`src/rtl/epc_pkg.sv`:
```
package epc_pkg;

    // ------------------------------------------------------------
    // widths and register offsets
    // ------------------------------------------------------------
    localparam int unsigned EPC_CNT_W     = 24;
    localparam int unsigned EPC_WRAP_W    = 16;
    localparam int unsigned EPC_ADDR_W    = 8;
    localparam int unsigned EPC_DIV_W     = 3;
    localparam int unsigned EPC_DIVCNT_W  = 7;

    localparam logic [7:0] EPC_OFF_CTRL   = 8'h00;
    localparam logic [7:0] EPC_OFF_WRAP   = 8'h04;
    localparam logic [7:0] EPC_OFF_CMP    = 8'h08;
    localparam logic [7:0] EPC_OFF_CNT    = 8'h0c;
    localparam logic [7:0] EPC_OFF_CAP    = 8'h10;

    // ------------------------------------------------------------
    // control register field positions
    // ------------------------------------------------------------
    localparam int unsigned EPC_B_RUN     = 0;
    localparam int unsigned EPC_B_INTERRUPT_ENABLE   = 1;
    localparam int unsigned EPC_B_COMPARE_ENABLE   = 2;
    localparam int unsigned EPC_B_ZEN     = 3;
    localparam int unsigned EPC_B_ZSEL    = 4;
    localparam int unsigned EPC_B_P3      = 5;
    localparam int unsigned EPC_B_MODE    = 6;
    localparam int unsigned EPC_B_CLR     = 8;
    localparam int unsigned EPC_B_SCAP    = 9;
    localparam int unsigned EPC_B_DIV     = 12;
    localparam int unsigned EPC_B_DIR     = 16;

    // ------------------------------------------------------------
    // reset values and counter limits
    // ------------------------------------------------------------
    localparam logic [15:0] EPC_RST_WRAP  = 16'h0000;
    localparam logic [23:0] EPC_RST_CMP   = 24'h000000;
    localparam logic [23:0] EPC_RST_CNT   = 24'h000000;
    localparam logic [23:0] EPC_MAX24     = 24'hffffff;
    localparam logic [23:0] EPC_MAX16     = 24'h00ffff;

    typedef enum logic [1:0] {
        EPC_MODE_ENC = 2'h0,
        EPC_MODE_SEV = 2'h1,
        EPC_MODE_STM = 2'h2,
        EPC_MODE_TMR = 2'h3
    } epc_mode_e;

    typedef struct packed {
        logic                 run_enable;
        logic                 interrupt_enable;
        logic                 compare_enable;
        logic                 z_trigger_enable;
        logic                 z_edge_select;
        logic                 three_phase_select;
        epc_mode_e            mode;
        logic [EPC_DIV_W-1:0] pulse_divider;
    } epc_ctrl_s;

    localparam epc_ctrl_s EPC_RST_CTRL = '{
        run_enable:         1'b0,
        interrupt_enable:   1'b0,
        compare_enable:     1'b0,
        z_trigger_enable:   1'b0,
        z_edge_select:      1'b0,
        three_phase_select: 1'b0,
        mode:               EPC_MODE_ENC,
        pulse_divider:      3'h0
    };

    typedef struct packed {
        logic event_pulse;
        logic abnormal_time;
        logic timer_compare;
        logic capture;
    } epc_irq_s;

endpackage

```
`src/rtl/epc_top.sv`:
```
// Summary of operation
// timer mode: z input triggers only when enabled
// timer z edge clear, edge chosen by select
// timer counter wraps to zero after max
// soft clear zeroes counter in every mode
// timer z trigger captures counter value
// soft capture copies counter any time
// direction flag high after clockwise step, low after counter-clockwise step or while run low
// compare match raises interrupt when enabled
// captured value kept, cleared only by reset
// encoder mode: wrap limit, z clear, reload
// event mode: sixteen bit wrap and reload
// sensor timer: up count, cleared per pulse
// timer clears on max, compare, z trigger
// run low holds counter, resumes later
// four interrupt sources are provided
// interrupt enable gates all interrupt sources
// sensor timer pulse captures counter value
// timer z edge captures as external trigger
// software sets three phase for three inputs
// one shared 24 bit up/down counter
// each interrupt is a one cycle pulse
`timescale 1ns/1ps
module epc_top
(
    input  wire logic                            pclk,
    input  wire logic                            presetn,
    input  wire logic                            psel,
    input  wire logic                            penable,
    input  wire logic                            pwrite,
    input  wire logic [epc_pkg::EPC_ADDR_W-1:0]  paddr,
    input  wire logic [31:0]                     pwdata,
    output logic      [31:0]                     prdata,
    output logic                                 pready,
    output logic                                 pslverr,
    input  wire logic                            phase_a,
    input  wire logic                            phase_b,
    input  wire logic                            phase_z,
    output epc_pkg::epc_irq_s                    irq,
    output logic                                 direction_flag,
    output logic                                 quadrature_count_pulse,
    output logic                                 divided_pulse
);
    import epc_pkg::*;

    // ------------------------------------------------------------
    // helpers
    // ------------------------------------------------------------
    function automatic logic [2:0] quad_idx(input logic [1:0] ab);
        logic [2:0] r;
        r = 3'h0;
        unique case (ab)
            2'b00: r = 3'h0;
            2'b10: r = 3'h1;
            2'b11: r = 3'h2;
            2'b01: r = 3'h3;
        endcase
        return r;
    endfunction

    function automatic logic [2:0] hall_idx(input logic [2:0] uvw);
        logic [2:0] r;
        r = 3'h7;
        case (uvw)
            3'b100:  r = 3'h0;
            3'b110:  r = 3'h1;
            3'b010:  r = 3'h2;
            3'b011:  r = 3'h3;
            3'b001:  r = 3'h4;
            3'b101:  r = 3'h5;
            default: r = 3'h7;
        endcase
        return r;
    endfunction

    function automatic logic [2:0] step_fwd(input logic [2:0] i,
                                            input logic       six);
        logic [2:0] top;
        top = six ? 3'h5 : 3'h3;
        return (i == top) ? 3'h0 : 3'(i + 3'h1);
    endfunction

    function automatic logic [2:0] step_back(input logic [2:0] i,
                                             input logic       six);
        logic [2:0] top;
        top = six ? 3'h5 : 3'h3;
        return (i == 3'h0) ? top : 3'(i - 3'h1);
    endfunction

    // ------------------------------------------------------------
    // state
    // ------------------------------------------------------------
    epc_ctrl_s                 ctrl_q;
    logic [EPC_WRAP_W-1:0]     wrap_q;
    logic [EPC_CNT_W-1:0]      cmp_q;
    logic [EPC_CNT_W-1:0]      cnt_q;
    logic [EPC_CNT_W-1:0]      cnt_d;
    logic [EPC_CNT_W-1:0]      cap_q;
    logic [2:0]                sync1_q;
    logic [2:0]                sync2_q;
    logic [2:0]                prev_q;
    logic                      dir_q;
    logic                      dir_d;
    logic                      match_q;
    logic [EPC_DIVCNT_W-1:0]   div_cnt_q;
    logic [EPC_DIVCNT_W-1:0]   div_cnt_d;
    logic [31:0]               prdata_q;
    epc_irq_s                  irq_q;
    epc_irq_s                  irq_d;
    logic                      cpulse_q;
    logic                      dpulse_q;

    // ------------------------------------------------------------
    // apb decode
    // ------------------------------------------------------------
    wire logic        acc      = psel & penable;
    wire logic        wr       = acc & pwrite;
    wire logic        setup_rd = psel & ~penable & ~pwrite;
    wire logic        sel_ctrl = paddr == EPC_OFF_CTRL;
    wire logic        sel_wrap = paddr == EPC_OFF_WRAP;
    wire logic        sel_cmp  = paddr == EPC_OFF_CMP;
    wire logic        sel_cnt  = paddr == EPC_OFF_CNT;
    wire logic        sel_cap  = paddr == EPC_OFF_CAP;
    wire logic        mapped   = sel_ctrl | sel_wrap | sel_cmp |
                                 sel_cnt | sel_cap;
    wire logic        wr_ctrl  = wr & sel_ctrl;
    // soft clear strobe
    wire logic        soft_clr = wr_ctrl & pwdata[EPC_B_CLR];
    // soft capture strobe
    wire logic        soft_cap = wr_ctrl & pwdata[EPC_B_SCAP];

    wire logic [31:0] ctrl_rd  = {15'h0000, dir_q, 1'b0,
                                  ctrl_q.pulse_divider, 4'h0,
                                  ctrl_q.mode,
                                  ctrl_q.three_phase_select,
                                  ctrl_q.z_edge_select,
                                  ctrl_q.z_trigger_enable,
                                  ctrl_q.compare_enable,
                                  ctrl_q.interrupt_enable,
                                  ctrl_q.run_enable};
    wire logic [31:0] rd_mux   =
        sel_ctrl ? ctrl_rd :
        sel_wrap ? {16'h0000, wrap_q} :
        sel_cmp  ? {8'h00, cmp_q} :
        sel_cnt  ? {8'h00, cnt_q} :
        sel_cap  ? {8'h00, cap_q} : 32'h00000000;

    assign pready  = 1'b1;
    assign pslverr = acc & ~mapped;
    assign prdata  = prdata_q;

    // ------------------------------------------------------------
    // phase decode
    // ------------------------------------------------------------
    wire epc_mode_e   mode   = ctrl_q.mode;
    wire logic        run    = ctrl_q.run_enable;
    wire logic        sensor = (mode == EPC_MODE_SEV) |
                               (mode == EPC_MODE_STM);
    // three inputs only when software says so
    wire logic        six    = ctrl_q.three_phase_select & sensor;
    wire logic [2:0]  new_i  = six ? hall_idx(sync2_q)
                                   : quad_idx(sync2_q[2:1]);
    wire logic [2:0]  old_i  = six ? hall_idx(prev_q)
                                   : quad_idx(prev_q[2:1]);
    wire logic        valid  = (new_i != 3'h7) & (old_i != 3'h7) &
                               (mode != EPC_MODE_TMR) & run;
    wire logic        cw     = valid & (new_i == step_fwd(old_i, six));
    wire logic        ccw    = valid & (new_i == step_back(old_i, six));
    wire logic        pulse  = cw | ccw;
    wire logic        z_rise = sync2_q[0] & ~prev_q[0];
    wire logic        z_fall = ~sync2_q[0] & prev_q[0];
    // z used only when trigger enabled
    wire logic        z_enc  = (mode == EPC_MODE_ENC) &
                               (dir_q ? z_rise : z_fall);
    // timer edge picked by edge select
    wire logic        z_tmr  = (mode == EPC_MODE_TMR) &
                               (ctrl_q.z_edge_select ? z_fall : z_rise);
    wire logic        z_trig = run & ctrl_q.z_trigger_enable &
                               (z_enc | z_tmr);

    // ------------------------------------------------------------
    // counter
    // ------------------------------------------------------------
    wire logic [EPC_CNT_W-1:0] wrap24 = {8'h00, wrap_q};
    wire logic [EPC_CNT_W-1:0] inc    = 24'(cnt_q + 24'h000001);
    wire logic [EPC_CNT_W-1:0] dec    = 24'(cnt_q - 24'h000001);
    wire logic                 match  = cnt_q == cmp_q;

    // one shared counter for all modes
    always_comb
    begin
        cnt_d = cnt_q;
        // soft clear wins in every mode
        if (soft_clr)
            cnt_d = EPC_RST_CNT;
        // hold while stopped
        else if (run)
        begin
            unique case (mode)
                // encoder wrap, reload, z clear
                EPC_MODE_ENC:
                    if (z_trig)
                        cnt_d = EPC_RST_CNT;
                    else if (cw)
                        cnt_d = (cnt_q == wrap24) ? EPC_RST_CNT : inc;
                    else if (ccw)
                        cnt_d = (cnt_q == EPC_RST_CNT) ? wrap24 : dec;
                // sixteen bit event counting
                EPC_MODE_SEV:
                    if (cw)
                        cnt_d = (cnt_q == EPC_MAX16) ? EPC_RST_CNT : inc;
                    else if (ccw)
                        cnt_d = (cnt_q == EPC_RST_CNT) ? EPC_MAX16 : dec;
                // interval timing, pulse clears
                EPC_MODE_STM:
                    if (pulse || cnt_q == EPC_MAX24)
                        cnt_d = EPC_RST_CNT;
                    else
                        cnt_d = inc;
                // wrap after max
                // timer clear conditions
                EPC_MODE_TMR:
                    if (z_trig || match || cnt_q == EPC_MAX24)
                        cnt_d = EPC_RST_CNT;
                    else
                        cnt_d = inc;
            endcase
        end
    end

    // ------------------------------------------------------------
    // capture, direction, divider, interrupts
    // ------------------------------------------------------------
    // timer z capture
    // sensor timer pulse capture
    // external trigger capture
    wire logic cap_ev = soft_cap |
                        (run & (mode == EPC_MODE_STM) & pulse) |
                        (z_trig & (mode == EPC_MODE_TMR));

    // direction tracks rotation
    assign dir_d = ~run ? 1'b0 :
                   cw   ? 1'b1 :
                   ccw  ? 1'b0 : dir_q;

    wire logic [EPC_DIVCNT_W-1:0] div_lim =
        7'((8'h01 << ctrl_q.pulse_divider) - 8'h01);
    wire logic div_tick = pulse & (div_cnt_q >= div_lim);
    assign div_cnt_d = div_tick ? 7'h00 :
                       pulse    ? 7'(div_cnt_q + 7'h01) : div_cnt_q;

    wire logic match_rise = match & ~match_q & ctrl_q.compare_enable;
    wire logic ien        = ctrl_q.interrupt_enable;

    // four sources
    // gated by interrupt enable
    // compare match interrupt
    // one cycle per event
    assign irq_d = '{
        event_pulse:   ien & div_tick,
        abnormal_time: ien & match_rise & (mode == EPC_MODE_STM),
        timer_compare: ien & match_rise & (mode != EPC_MODE_STM),
        capture:       ien & cap_ev
    };

    assign irq                    = irq_q;
    assign direction_flag         = dir_q;
    assign quadrature_count_pulse = cpulse_q;
    assign divided_pulse          = dpulse_q;

    // ------------------------------------------------------------
    // registers
    // ------------------------------------------------------------
    always_ff @(posedge pclk or negedge presetn)
    begin
        if (!presetn)
        begin
            ctrl_q   <= EPC_RST_CTRL;
            wrap_q   <= EPC_RST_WRAP;
            cmp_q    <= EPC_RST_CMP;
            prdata_q <= 32'h00000000;
        end
        else
        begin
            if (wr_ctrl)
                ctrl_q <= '{
                    run_enable:         pwdata[EPC_B_RUN],
                    interrupt_enable:   pwdata[EPC_B_INTERRUPT_ENABLE],
                    compare_enable:     pwdata[EPC_B_COMPARE_ENABLE],
                    z_trigger_enable:   pwdata[EPC_B_ZEN],
                    z_edge_select:      pwdata[EPC_B_ZSEL],
                    three_phase_select: pwdata[EPC_B_P3],
                    mode:  epc_mode_e'(pwdata[EPC_B_MODE +: 2]),
                    pulse_divider: pwdata[EPC_B_DIV +: EPC_DIV_W]
                };
            if (wr & sel_wrap)
                wrap_q <= pwdata[EPC_WRAP_W-1:0];
            if (wr & sel_cmp)
                cmp_q <= pwdata[EPC_CNT_W-1:0];
            if (setup_rd)
                prdata_q <= rd_mux;
        end
    end

    always_ff @(posedge pclk or negedge presetn)
    begin
        if (!presetn)
        begin
            sync1_q <= 3'h0;
            sync2_q <= 3'h0;
            prev_q  <= 3'h0;
        end
        else
        begin
            sync1_q <= {phase_a, phase_b, phase_z};
            sync2_q <= sync1_q;
            prev_q  <= sync2_q;
        end
    end

    always_ff @(posedge pclk or negedge presetn)
    begin
        if (!presetn)
        begin
            cnt_q     <= EPC_RST_CNT;
            dir_q     <= 1'b0;
            match_q   <= 1'b0;
            div_cnt_q <= 7'h00;
            irq_q     <= '0;
            cpulse_q  <= 1'b0;
            dpulse_q  <= 1'b0;
        end
        else
        begin
            cnt_q     <= cnt_d;
            dir_q     <= dir_d;
            match_q   <= match;
            div_cnt_q <= div_cnt_d;
            irq_q     <= irq_d;
            cpulse_q  <= pulse;
            dpulse_q  <= div_tick;
        end
    end

    // only reset clears the capture
    always_ff @(posedge pclk or negedge presetn)
    begin
        if (!presetn)
            cap_q <= EPC_RST_CNT;
        else if (cap_ev)
            cap_q <= cnt_q;
    end

endmodule

```
`config.mk`:
```
export PLATFORM = sky130hd
export DESIGN_NAME = epc_top
export DESIGN_NICKNAME = d
export VERILOG_FILES = /design/src/rtl/epc_pkg.sv /design/src/rtl/epc_top.sv
export SDC_FILE = /design/constraint.sdc
export NUM_CORES = 1
export LEC_CHECK = 0
export BUFFER_PORTS_ARGS = -buffer_cell sky130_fd_sc_hd__buf_2
export CAP_MARGIN = 10
export CORE_MARGIN = 2
export CORE_UTILIZATION = 29
export DETAILED_ROUTE_END_ITERATION = 10
export PLACE_DENSITY = 0.56
export SKIP_CTS_REPAIR_TIMING = 1
export SYNTH_ARGS = -nofsm -noshare
export SYNTH_HDL_FRONTEND = slang
export SYNTH_SLANG_ARGS = --single-unit
export TNS_END_PERCENT = 50
```
`constraint.sdc`:
```
create_clock -name pclk -period 4.78 [get_ports pclk]
set_clock_uncertainty 0.2 [all_clocks]
set_input_delay 0.956 -clock pclk [delete_from_list [all_inputs] [get_ports pclk]]
set_output_delay 0.956 -clock pclk [all_outputs]
set_load 0.01 [all_outputs]
```
### Word level (Yosys, flattened, before mapping)

Cells that the tools add are included.

* bits in registers: 155
* input bits: 48
* output and inout bits: 41
* logic and storage cells: 167

* add/sub/neg operators: 6
* order comparisons: 1
* equal/unequal tests: 39
* shift operators: 1
* multiplexer cells: 35
* bitwise logic cells: 48
* reduce and logical (&&, ||, !) cells: 12

Operators by type and width (count)
* two-way mux 24 bit: 18
* case mux 24 bit (4 select lines): 1
* case mux 3 bit (6 select lines): 2
* AND 1 bit: 33
* adder 24 x 1 -> 24 bit (second input constant): 1
* equality test 24 x 16 -> 1 bit: 1
* equality test 24 x 16 -> 1 bit (second input constant): 1
* equality test 24 bit: 1
* equality test 24 bit (second input constant): 1
* zero test 24 bit: 1
* case mux 3 bit (4 select lines): 2
* subtractor 24 x 1 -> 24 bit (second input constant): 1
* equality test 3 bit (second input constant): 6
* equality test 8 x 4 -> 1 bit (second input constant): 2
* two-way mux 3 bit: 5
* two-way mux 7 bit: 2
* equality test 2 bit (second input constant): 6
* equality test 3 x 2 -> 1 bit (second input constant): 4
* equality test 3 bit: 3
* OR 1 bit: 9
* equality test 8 x 3 -> 1 bit (second input constant): 1
* equality test 8 x 5 -> 1 bit (second input constant): 1
* zero test 8 bit: 1
* adder 7 x 1 -> 7 bit (second input constant): 1
* 19 further kinds: 38

### Depth between registers and ports, before layout

Gate-level depths: netlist (run 1).

* word-level depth: 15
* depth in mapped cells: 19
* depth with buffers taken out: 16

### Least setup slack after synthesis (run 1)

No wires, ideal clock.

* path type: reg-to-reg
* from: reg ctrl_q, in the netlist mode[0]
* to: reg cap_q[12]
* setup time: 0.125 ns
* arrival time: 3.597 ns
* required time: 4.455 ns
* path slack: 0.857 ns
* cell stages (with the launch flop): 18
* path buffers: 3
* period minus slack after synthesis: 3.923 ns
* path through: dfrtp_1 -> inv_1 -> ha_1 -> and2_1 -> buf_2 -> o21ai_0 -> inv_1 -> ha_1 -> mux2i_1 -> mux2_4 -> xor2_1 -> a211o_2 -> nand2_4 -> inv_4 -> a222oi_1 -> buf_4 -> buf_6 -> mux2_4

* longest elaborated chain between the ends: 13
* elaborated cells on any way between the ends: 35
* those cells by class: add/sub: 2; eq/ne: 9; mux: 5; bitwise: 17; reduce/logical: 2

Ends and longest elaborated chain
* start, declared: RTL line epc_top.sv:93 `epc_ctrl_s ctrl_q;`
* start signal, assigned: RTL line epc_top.sv:286 `ctrl_q <= '{`
* branches (longest 9 deep; another with adder 3 x 1 -> 3 bit)
* OR 1 bit *: RTL line epc_top.sv:169 `wire logic pulse = cw | ccw;`
* via pulse: RTL line epc_top.sv:169
* AND 1 bit *: RTL line epc_top.sv:238 `(run & (mode == EPC_MODE_STM) & pulse) |`
* OR 1 bit *: RTL line epc_top.sv:237 `wire logic cap_ev = soft_cap |`
* OR 1 bit *: RTL line epc_top.sv:238
* end signal, assigned: RTL line epc_top.sv:351 `cap_q <= cnt_q;`
* end, declared: RTL line epc_top.sv:98 `logic [EPC_CNT_W-1:0] cap_q;`

Mark *: on every way through the listed nets, which the timed path passes.
A chain may end at the register's enable or synchronous reset.

### Worst setup path after layout (run 1)

* from: reg ctrl_q, in the netlist mode[0]
* to: reg cap_q[23]

Same word-level chain as after synthesis.

==> results of run 1 <==
[final cells by class]
class,instances,area [um2],area share [%]
Multi-Input combinational cell,766,5500,49.8
Inverter,29,111,1.01
Tap cell,442,553,5.01
Clock buffer,17,425,3.85
Timing Repair Buffer,96,587,5.32
Clock inverter,15,184,1.67
Antenna cell,1,2.50,0.0227
Sequential cell,147,3680,33.3
[synthesized netlist by cell type (11+ instances only)]
cell type / number / share of area [%]
a21o_1: 14 / 1.1
a21oi_1: 38 / 2.0
a221o_1: 12 / 1.2
a221oi_1: 18 / 1.6
and2_1: 11 / 0.71
and3_1: 12 / 0.78
buf_2: 17 / 0.88
buf_4: 14 / 1.1
clkbuf_1: 44 / 1.7
dfrtp_1: 147 / 38
ha_1: 25 / 3.2
inv_1: 25 / 0.97
mux2_2: 56 / 6.5
mux2_4: 14 / 2.2
mux2i_1: 21 / 2.2
nand2_1: 94 / 3.7
nand3_1: 22 / 1.1
nand4_1: 13 / 0.84
nor2_1: 51 / 2.0
nor3_1: 29 / 1.5
o211ai_1: 11 / 0.86
o21ai_0: 57 / 3.0
o21ai_1: 22 / 1.1
xnor2_1: 54 / 4.9
xor2_1: 25 / 2.3
[metal layers]
layer	track usage (%)	routed length, um
met5	0	0
met3	2.65	1600
met1	22.8	13200
met4	6.12	839
met2	27.6	13700
[cell families after synthesis]
group                      Yosys count
adders and majority gates           25
buffers and inverters              109
AOI/OAI and AO/OA                  257
DFF                                147
and+or+nand+nor                    302
other                                2
muxes                               94
xor gates and xnor gates            79
[through the flow]
stage               cells  area [um2]  setup WS, ns  utilization (%)
floorplan            1022        9680         0.857                -
global placement     1480       10400         0.497             32.0
detailed placement   1480       10400         0.456             32.0
CTS                  1512       11000         0.444             33.8
global route         1512       11000        0.0875             33.8
finish               1513       11000         0.451             33.8
[registers in the layout, summed over array words and instances (netlist names), 2 cells and up]
signal / count
div_cnt_q: 7
prev_q: 3
cnt_q: 24
mode: 2
sync2_q: 3
sync1_q: 3
prdata: 24
ctrl_q: 7
cap_q: 24
cmp_q: 24
irq: 4
wrap_q: 16
[power by group through the flow]
stage | clock network [mW] | logic [mW] | registers, mW
4_1_cts | 1.45 | 0.409 | 1.33
2_1_floorplan | 0 | 0.316 | 1.31
6_report | 1.42 | 0.410 | 1.33
3_5_place_dp | 0 | 0.407 | 1.35
5_1_grt | 1.49 | 0.457 | 1.34
3_3_place_gp | 0 | 0.402 | 1.35
[how the worst max path moves through the flow]
stage,from,slack (ns),end
after floorplan,mode[0],0.86,cap_q[12]
after global placement,mode[0],0.50,cap_q[23]
after detailed placement,mode[0],0.46,cap_q[23]
after CTS,mode[0],0.44,cap_q[23]
after global routing,mode[0],0.09,cap_q[23]
final,mode[0],0.45,cap_q[23]
[cells in the final DEF (no fill, tap or decap), types with 25 or more instances in the layout]
cell / instances
buf_2: 70
nor3_1: 29
a21oi_1: 38
xor2_1: 25
mux2_2: 56
inv_1: 25
dfrtp_1: 147
o21ai_0: 57
nand2_1: 94
ha_1: 25
xnor2_1: 54
nor2_1: 50
==> reports/qor.yml, run 1 <==
dieHeight_um: 186
setup_viol: 0
p_sw_uw: 942
synth-adder-area-share_pct: 3.24
initial_core_util_pct: 29.6
worstReg2RegEnd: "cap_q[23]"
viasPerCell: 5.37
rrSetupSlack_ns: 0.45
place.gp.congestion: 0.904
seq_power_share_pct: 42.1
finalPower_mw: 3.16
grt_pass1_wl_um: 46800
syn-cell-area_um2: 9650
required_ns: 4.90
grt_pass1_vias: 8087
synth-compound-area-share_pct: 18.7
setup_tns_ns: 0
p_int_mw: 2.22
yosysWarnings: 0
grt_max_degree: 89
path_depth: 16
leakage_nw: 5.09
synth.area.mux_share_pct: 11.2
critPathCaptureType: "register"
pin_count: 89
tightest_slew_ns: 0.980
clockPowerShare_pct: 44.9
cp.arrival_ns: 4.45
fmax_mhz: 231
clk_pin_slew_ns: 0.07
finalHoldViolations: 0
synth_seq_cells: 147
htree_levels: 4
route.detailed.drc: 0
gr-total-overflow: 0
synth-simple-area-share_pct: 16.1
syn_inst: 1015
ys_types: 90
clockBufferDepth: 2
synth_top_family_by_area: "compound AO/OA/AOI/OAI gates"
synthXorXnorAreaFrac_pct: 7.17
nNetsFinal: 1130
firstDrtPassIters: 6
slew_headroom_pct: 34.7
power_density_nw_per_um2: 287
synth_edf_count: 0
crit_chain: "inv_1 -> ha_1 -> nand2_1 -> a211o_1 -> o21ai_0 -> inv_1 -> ha_1 -> mux2i_1 -> mux2_4 -> xor2_1 -> a211o_2 -> nand2_4 -> inv_4 -> a222oi_1 -> buf_12 -> mux2_1"
start_kind: "register"
cts_root_buffer: "clkbuf_16"
reg2reg_depth: 16
dpl.hpwl_um: 21500
crit_slowest_cell: "a222oi_1"
dieWidth_um: 186
period_needed_ns: 4.33
crit_fanout: 33
layout-drive-gt1-share_pct: 21.5
ant_nets: 0
status: "completed"
grt_usage_pct: 16.9
die-area_um2: 34800
netSwitchingFraction_pct: 29.8
fill_cells: 3325
cp_top_family: "compound AO/OA/AOI/OAI gates"
path_class: "reg2reg"
clock_sinks: 147
yosysSeqAreaShare_pct: 38.1
avgRoutedWirePerCell_um: 19.4
ir_drop_v: 0.000203
dr_total_vias: 8128
io_buffer_count: 71
synth_top_flop_cell: "dfrtp_1"
synthToLayoutAreaGrowth_pct: 14.4
drtIter0Drc: 740
min_path_cells: 0
num_rows: 66
final.period_utilization_pct: 90.6
clock_latency_ns: 0.44
core-area_um2: 32600
hold_start: "sync1_q[2]"
slowest_delay_ns: 0.47
rsz0062_at_grt: "no"
postSynthAreaPerCell_um2: 9.51
hold_path.class: "reg2reg"
slew_viol_final: 0
path_buf_inv: 4
hold_end: "sync2_q[2]"
combPwrFrac_pct: 13.0
timing.hold.ws_ns: 0.154
timing.rr.start: "mode[0]"
synthArstFlopShare_pct: 100
antenna_found_initial: 0
cts_buffers: 17
wl_um: 29300
maxCapViolations: 0
cts_tree: "yes"
Note: power is estimated with default switching activity, not from simulation.
==> inputs of run 2 (changes only) <==
MAX_ROUTING_LAYER = met4   (was default)
==> run 2 against run 1 <==
Power is 0.58% lower. Fmax hardly changed. Via count hardly changed. Critical endpoint unchanged. Final cell count hardly changed.
==> reports/qor.yml, run 2 (synthesis results as in run 1) <==
status: "completed"  # unchanged
cp.arrival_ns: 4.45  # about the same
setup_slack_ns: 0.451  # about the same
start_kind: "register"  # unchanged
p_sw_uw: 908  # was 942 uW
fmax_mhz: 231  # about the same
pin_count: 89  # unchanged
nNetsFinal: 1132  # was 1130
hold_path.class: "reg2reg"  # unchanged
gr-total-overflow: 0  # unchanged
critPathCaptureType: "register"  # unchanged
dieHeight_um: 186  # unchanged
dp_cells: 1482  # was 1480
io_buffer_count: 71  # unchanged
htree_levels: 4  # unchanged
core-area_um2: 32600  # unchanged
route.detailed.drc: 0  # unchanged
setup_tns_ns: 0  # unchanged
finalHoldViolations: 0  # unchanged
netSwitchingFraction_pct: 28.9  # was 29.8%
tightest_slew_ns: 0.986  # was 0.980 ns
clk_pin_slew_ns: 0.07  # about the same
ir_drop_v: 0.000228  # was 0.000203 V
slew_headroom_pct: 34.2  # was 34.7%
final_common_cell: "dfrtp_1"  # unchanged
wl_um: 29700  # was 29300 um
cts_buffers: 17  # unchanged
clock_sinks: 147  # unchanged
clockPowerShare_pct: 44.4  # was 44.9%
layout-drive-gt1-share_pct: 21.5  # about the same
grt_usage_pct: 17.7  # was 16.9%
drtIter0Drc: 663  # was 740
multi_input_area_um2: 5500  # unchanged
initial_core_util_pct: 29.6  # unchanged
dpl.hpwl_um: 21700  # was 21500 um
finalPower_mw: 3.15  # was 3.16 mW
final.period_utilization_pct: 90.6  # about the same
clockBufferDepth: 2  # unchanged
leakage_nw: 5.07  # was 5.09 nW
seq_power_share_pct: 42.1  # about the same
grt_pass1_wl_um: 47000  # was 46800 um
combPwrFrac_pct: 13.5  # was 13.0%
avgRoutedWirePerCell_um: 19.6  # was 19.4 um
dieWidth_um: 186  # unchanged
place_ws_ns: 0.470  # was 0.456 ns
stdcell_count: 1514  # was 1513
path_class: "reg2reg"  # unchanged
ant_nets: 0  # unchanged
viasPerCell: 5.37  # about the same
place.gp.congestion: 0.937  # was 0.904
synthToLayoutAreaGrowth_pct: 14.3  # was 14.4%
die-area_um2: 34800  # unchanged
setup_viol: 0  # unchanged
required_ns: 4.90  # about the same
grt_max_degree: 103  # was 89
grt_pass1_vias: 7939  # was 8087
power_density_nw_per_um2: 285  # was 287 nW/um2
rsz0062_at_grt: "no"  # unchanged
mostFrequentLayoutCells: "147 x dfrtp_1, 94 x nand2_1, 70 x buf_2, 57 x o21ai_0, 56 x mux2_2"  # unchanged
p_int_mw: 2.24  # was 2.22 mW
num_rows: 66  # unchanged
slew_viol_final: 0  # unchanged
diodes: 0  # was 1
maxCapViolations: 0  # unchanged
firstDrtPassIters: 7  # was 6
cts_root_buffer: "clkbuf_16"  # unchanged
cts_tree: "yes"  # unchanged
antenna_found_initial: 0  # unchanged
dr_total_vias: 8132  # was 8128
clock_latency_ns: 0.44  # about the same
seqCellArea_um2: 3680  # unchanged
period_needed_ns: 4.33  # about the same
crit_fanout: 33  # unchanged
fill_cells: 3380  # was 3325
-- run 2: path summary, 6_finish.rpt --
check                                start          to  slack, ns  cells past startpoint
worst min-delay path            sync1_q[0]  sync2_q[0]       0.15                      0
worst max-delay path               mode[0]   cap_q[23]       0.45                     16
min in group asynchronous          presetn  sync1_q[2]       0.39                      1
max in group asynchronous          presetn   cmp_q[10]       2.96                      2
worst max register to register     mode[0]   cap_q[23]       0.45                     16
worst min register to register  sync1_q[0]  sync2_q[0]       0.15                      0
-- run 2: stage by stage --
| stage | utilization [%] | hold WS (ns) | instance area, um2 |
|---|---|---|---|
| after global placement | 32.0 | 0.137 | 10400 |
| after floorplan | - | 0.131 | 9680 |
| final | 33.8 | 0.149 | 11000 |
| after detailed placement | 32.0 | 0.135 | 10400 |
| after CTS | 33.8 | 0.151 | 11000 |
| after global routing | 33.8 | 0.164 | 11000 |
-- run 2: power by group through the flow --
stage | Clock (mW) | Combinational (mW) | Sequential [mW]
2_1_floorplan | 0 | 0.316 | 1.31
3_3_place_gp | 0 | 0.416 | 1.35
3_5_place_dp | 0 | 0.418 | 1.35
4_1_cts | 1.42 | 0.422 | 1.32
5_1_grt | 1.47 | 0.470 | 1.33
6_report | 1.40 | 0.425 | 1.32
-- run 2: layout make-up --
| cell class | instances | area share [%] |
|---|---|---|
| flip-flops and latches | 147 | 33.3 |
| repair buffers | 98 | 5.34 |
| inverters | 29 | 1.01 |
| clock buffers | 20 | 4.14 |
| clock inverters | 12 | 1.32 |
| well taps | 442 | 5.01 |
| multi-input cells | 766 | 49.8 |
-- run 2: worst max-delay path: stages (launching register included) --
cell	delay, ns
dfrtp_1	0.41
inv_1	0.10
ha_1	0.30
nand2_1	0.15
a211o_1	0.30
o21ai_0	0.11
inv_1	0.10
ha_1	0.24
mux2i_1	0.13
mux2_4	0.27
xor2_1	0.15
a211o_2	0.36
nand2_4	0.16
inv_4	0.09
a222oi_1	0.46
buf_12	0.28
mux2_1	0.35
-- run 2: routing by layer --
layer | part of all wire [%] | GRT usage (%) | up-vias
met5 | 0 | - | -
met4 | 2.9 | 7.08 | 0
met3 | 4.6 | 2.58 | 51
met2 | 46 | 27.4 | 266
met1 | 46 | 23.4 | 4026
li1 | - | - | 3789
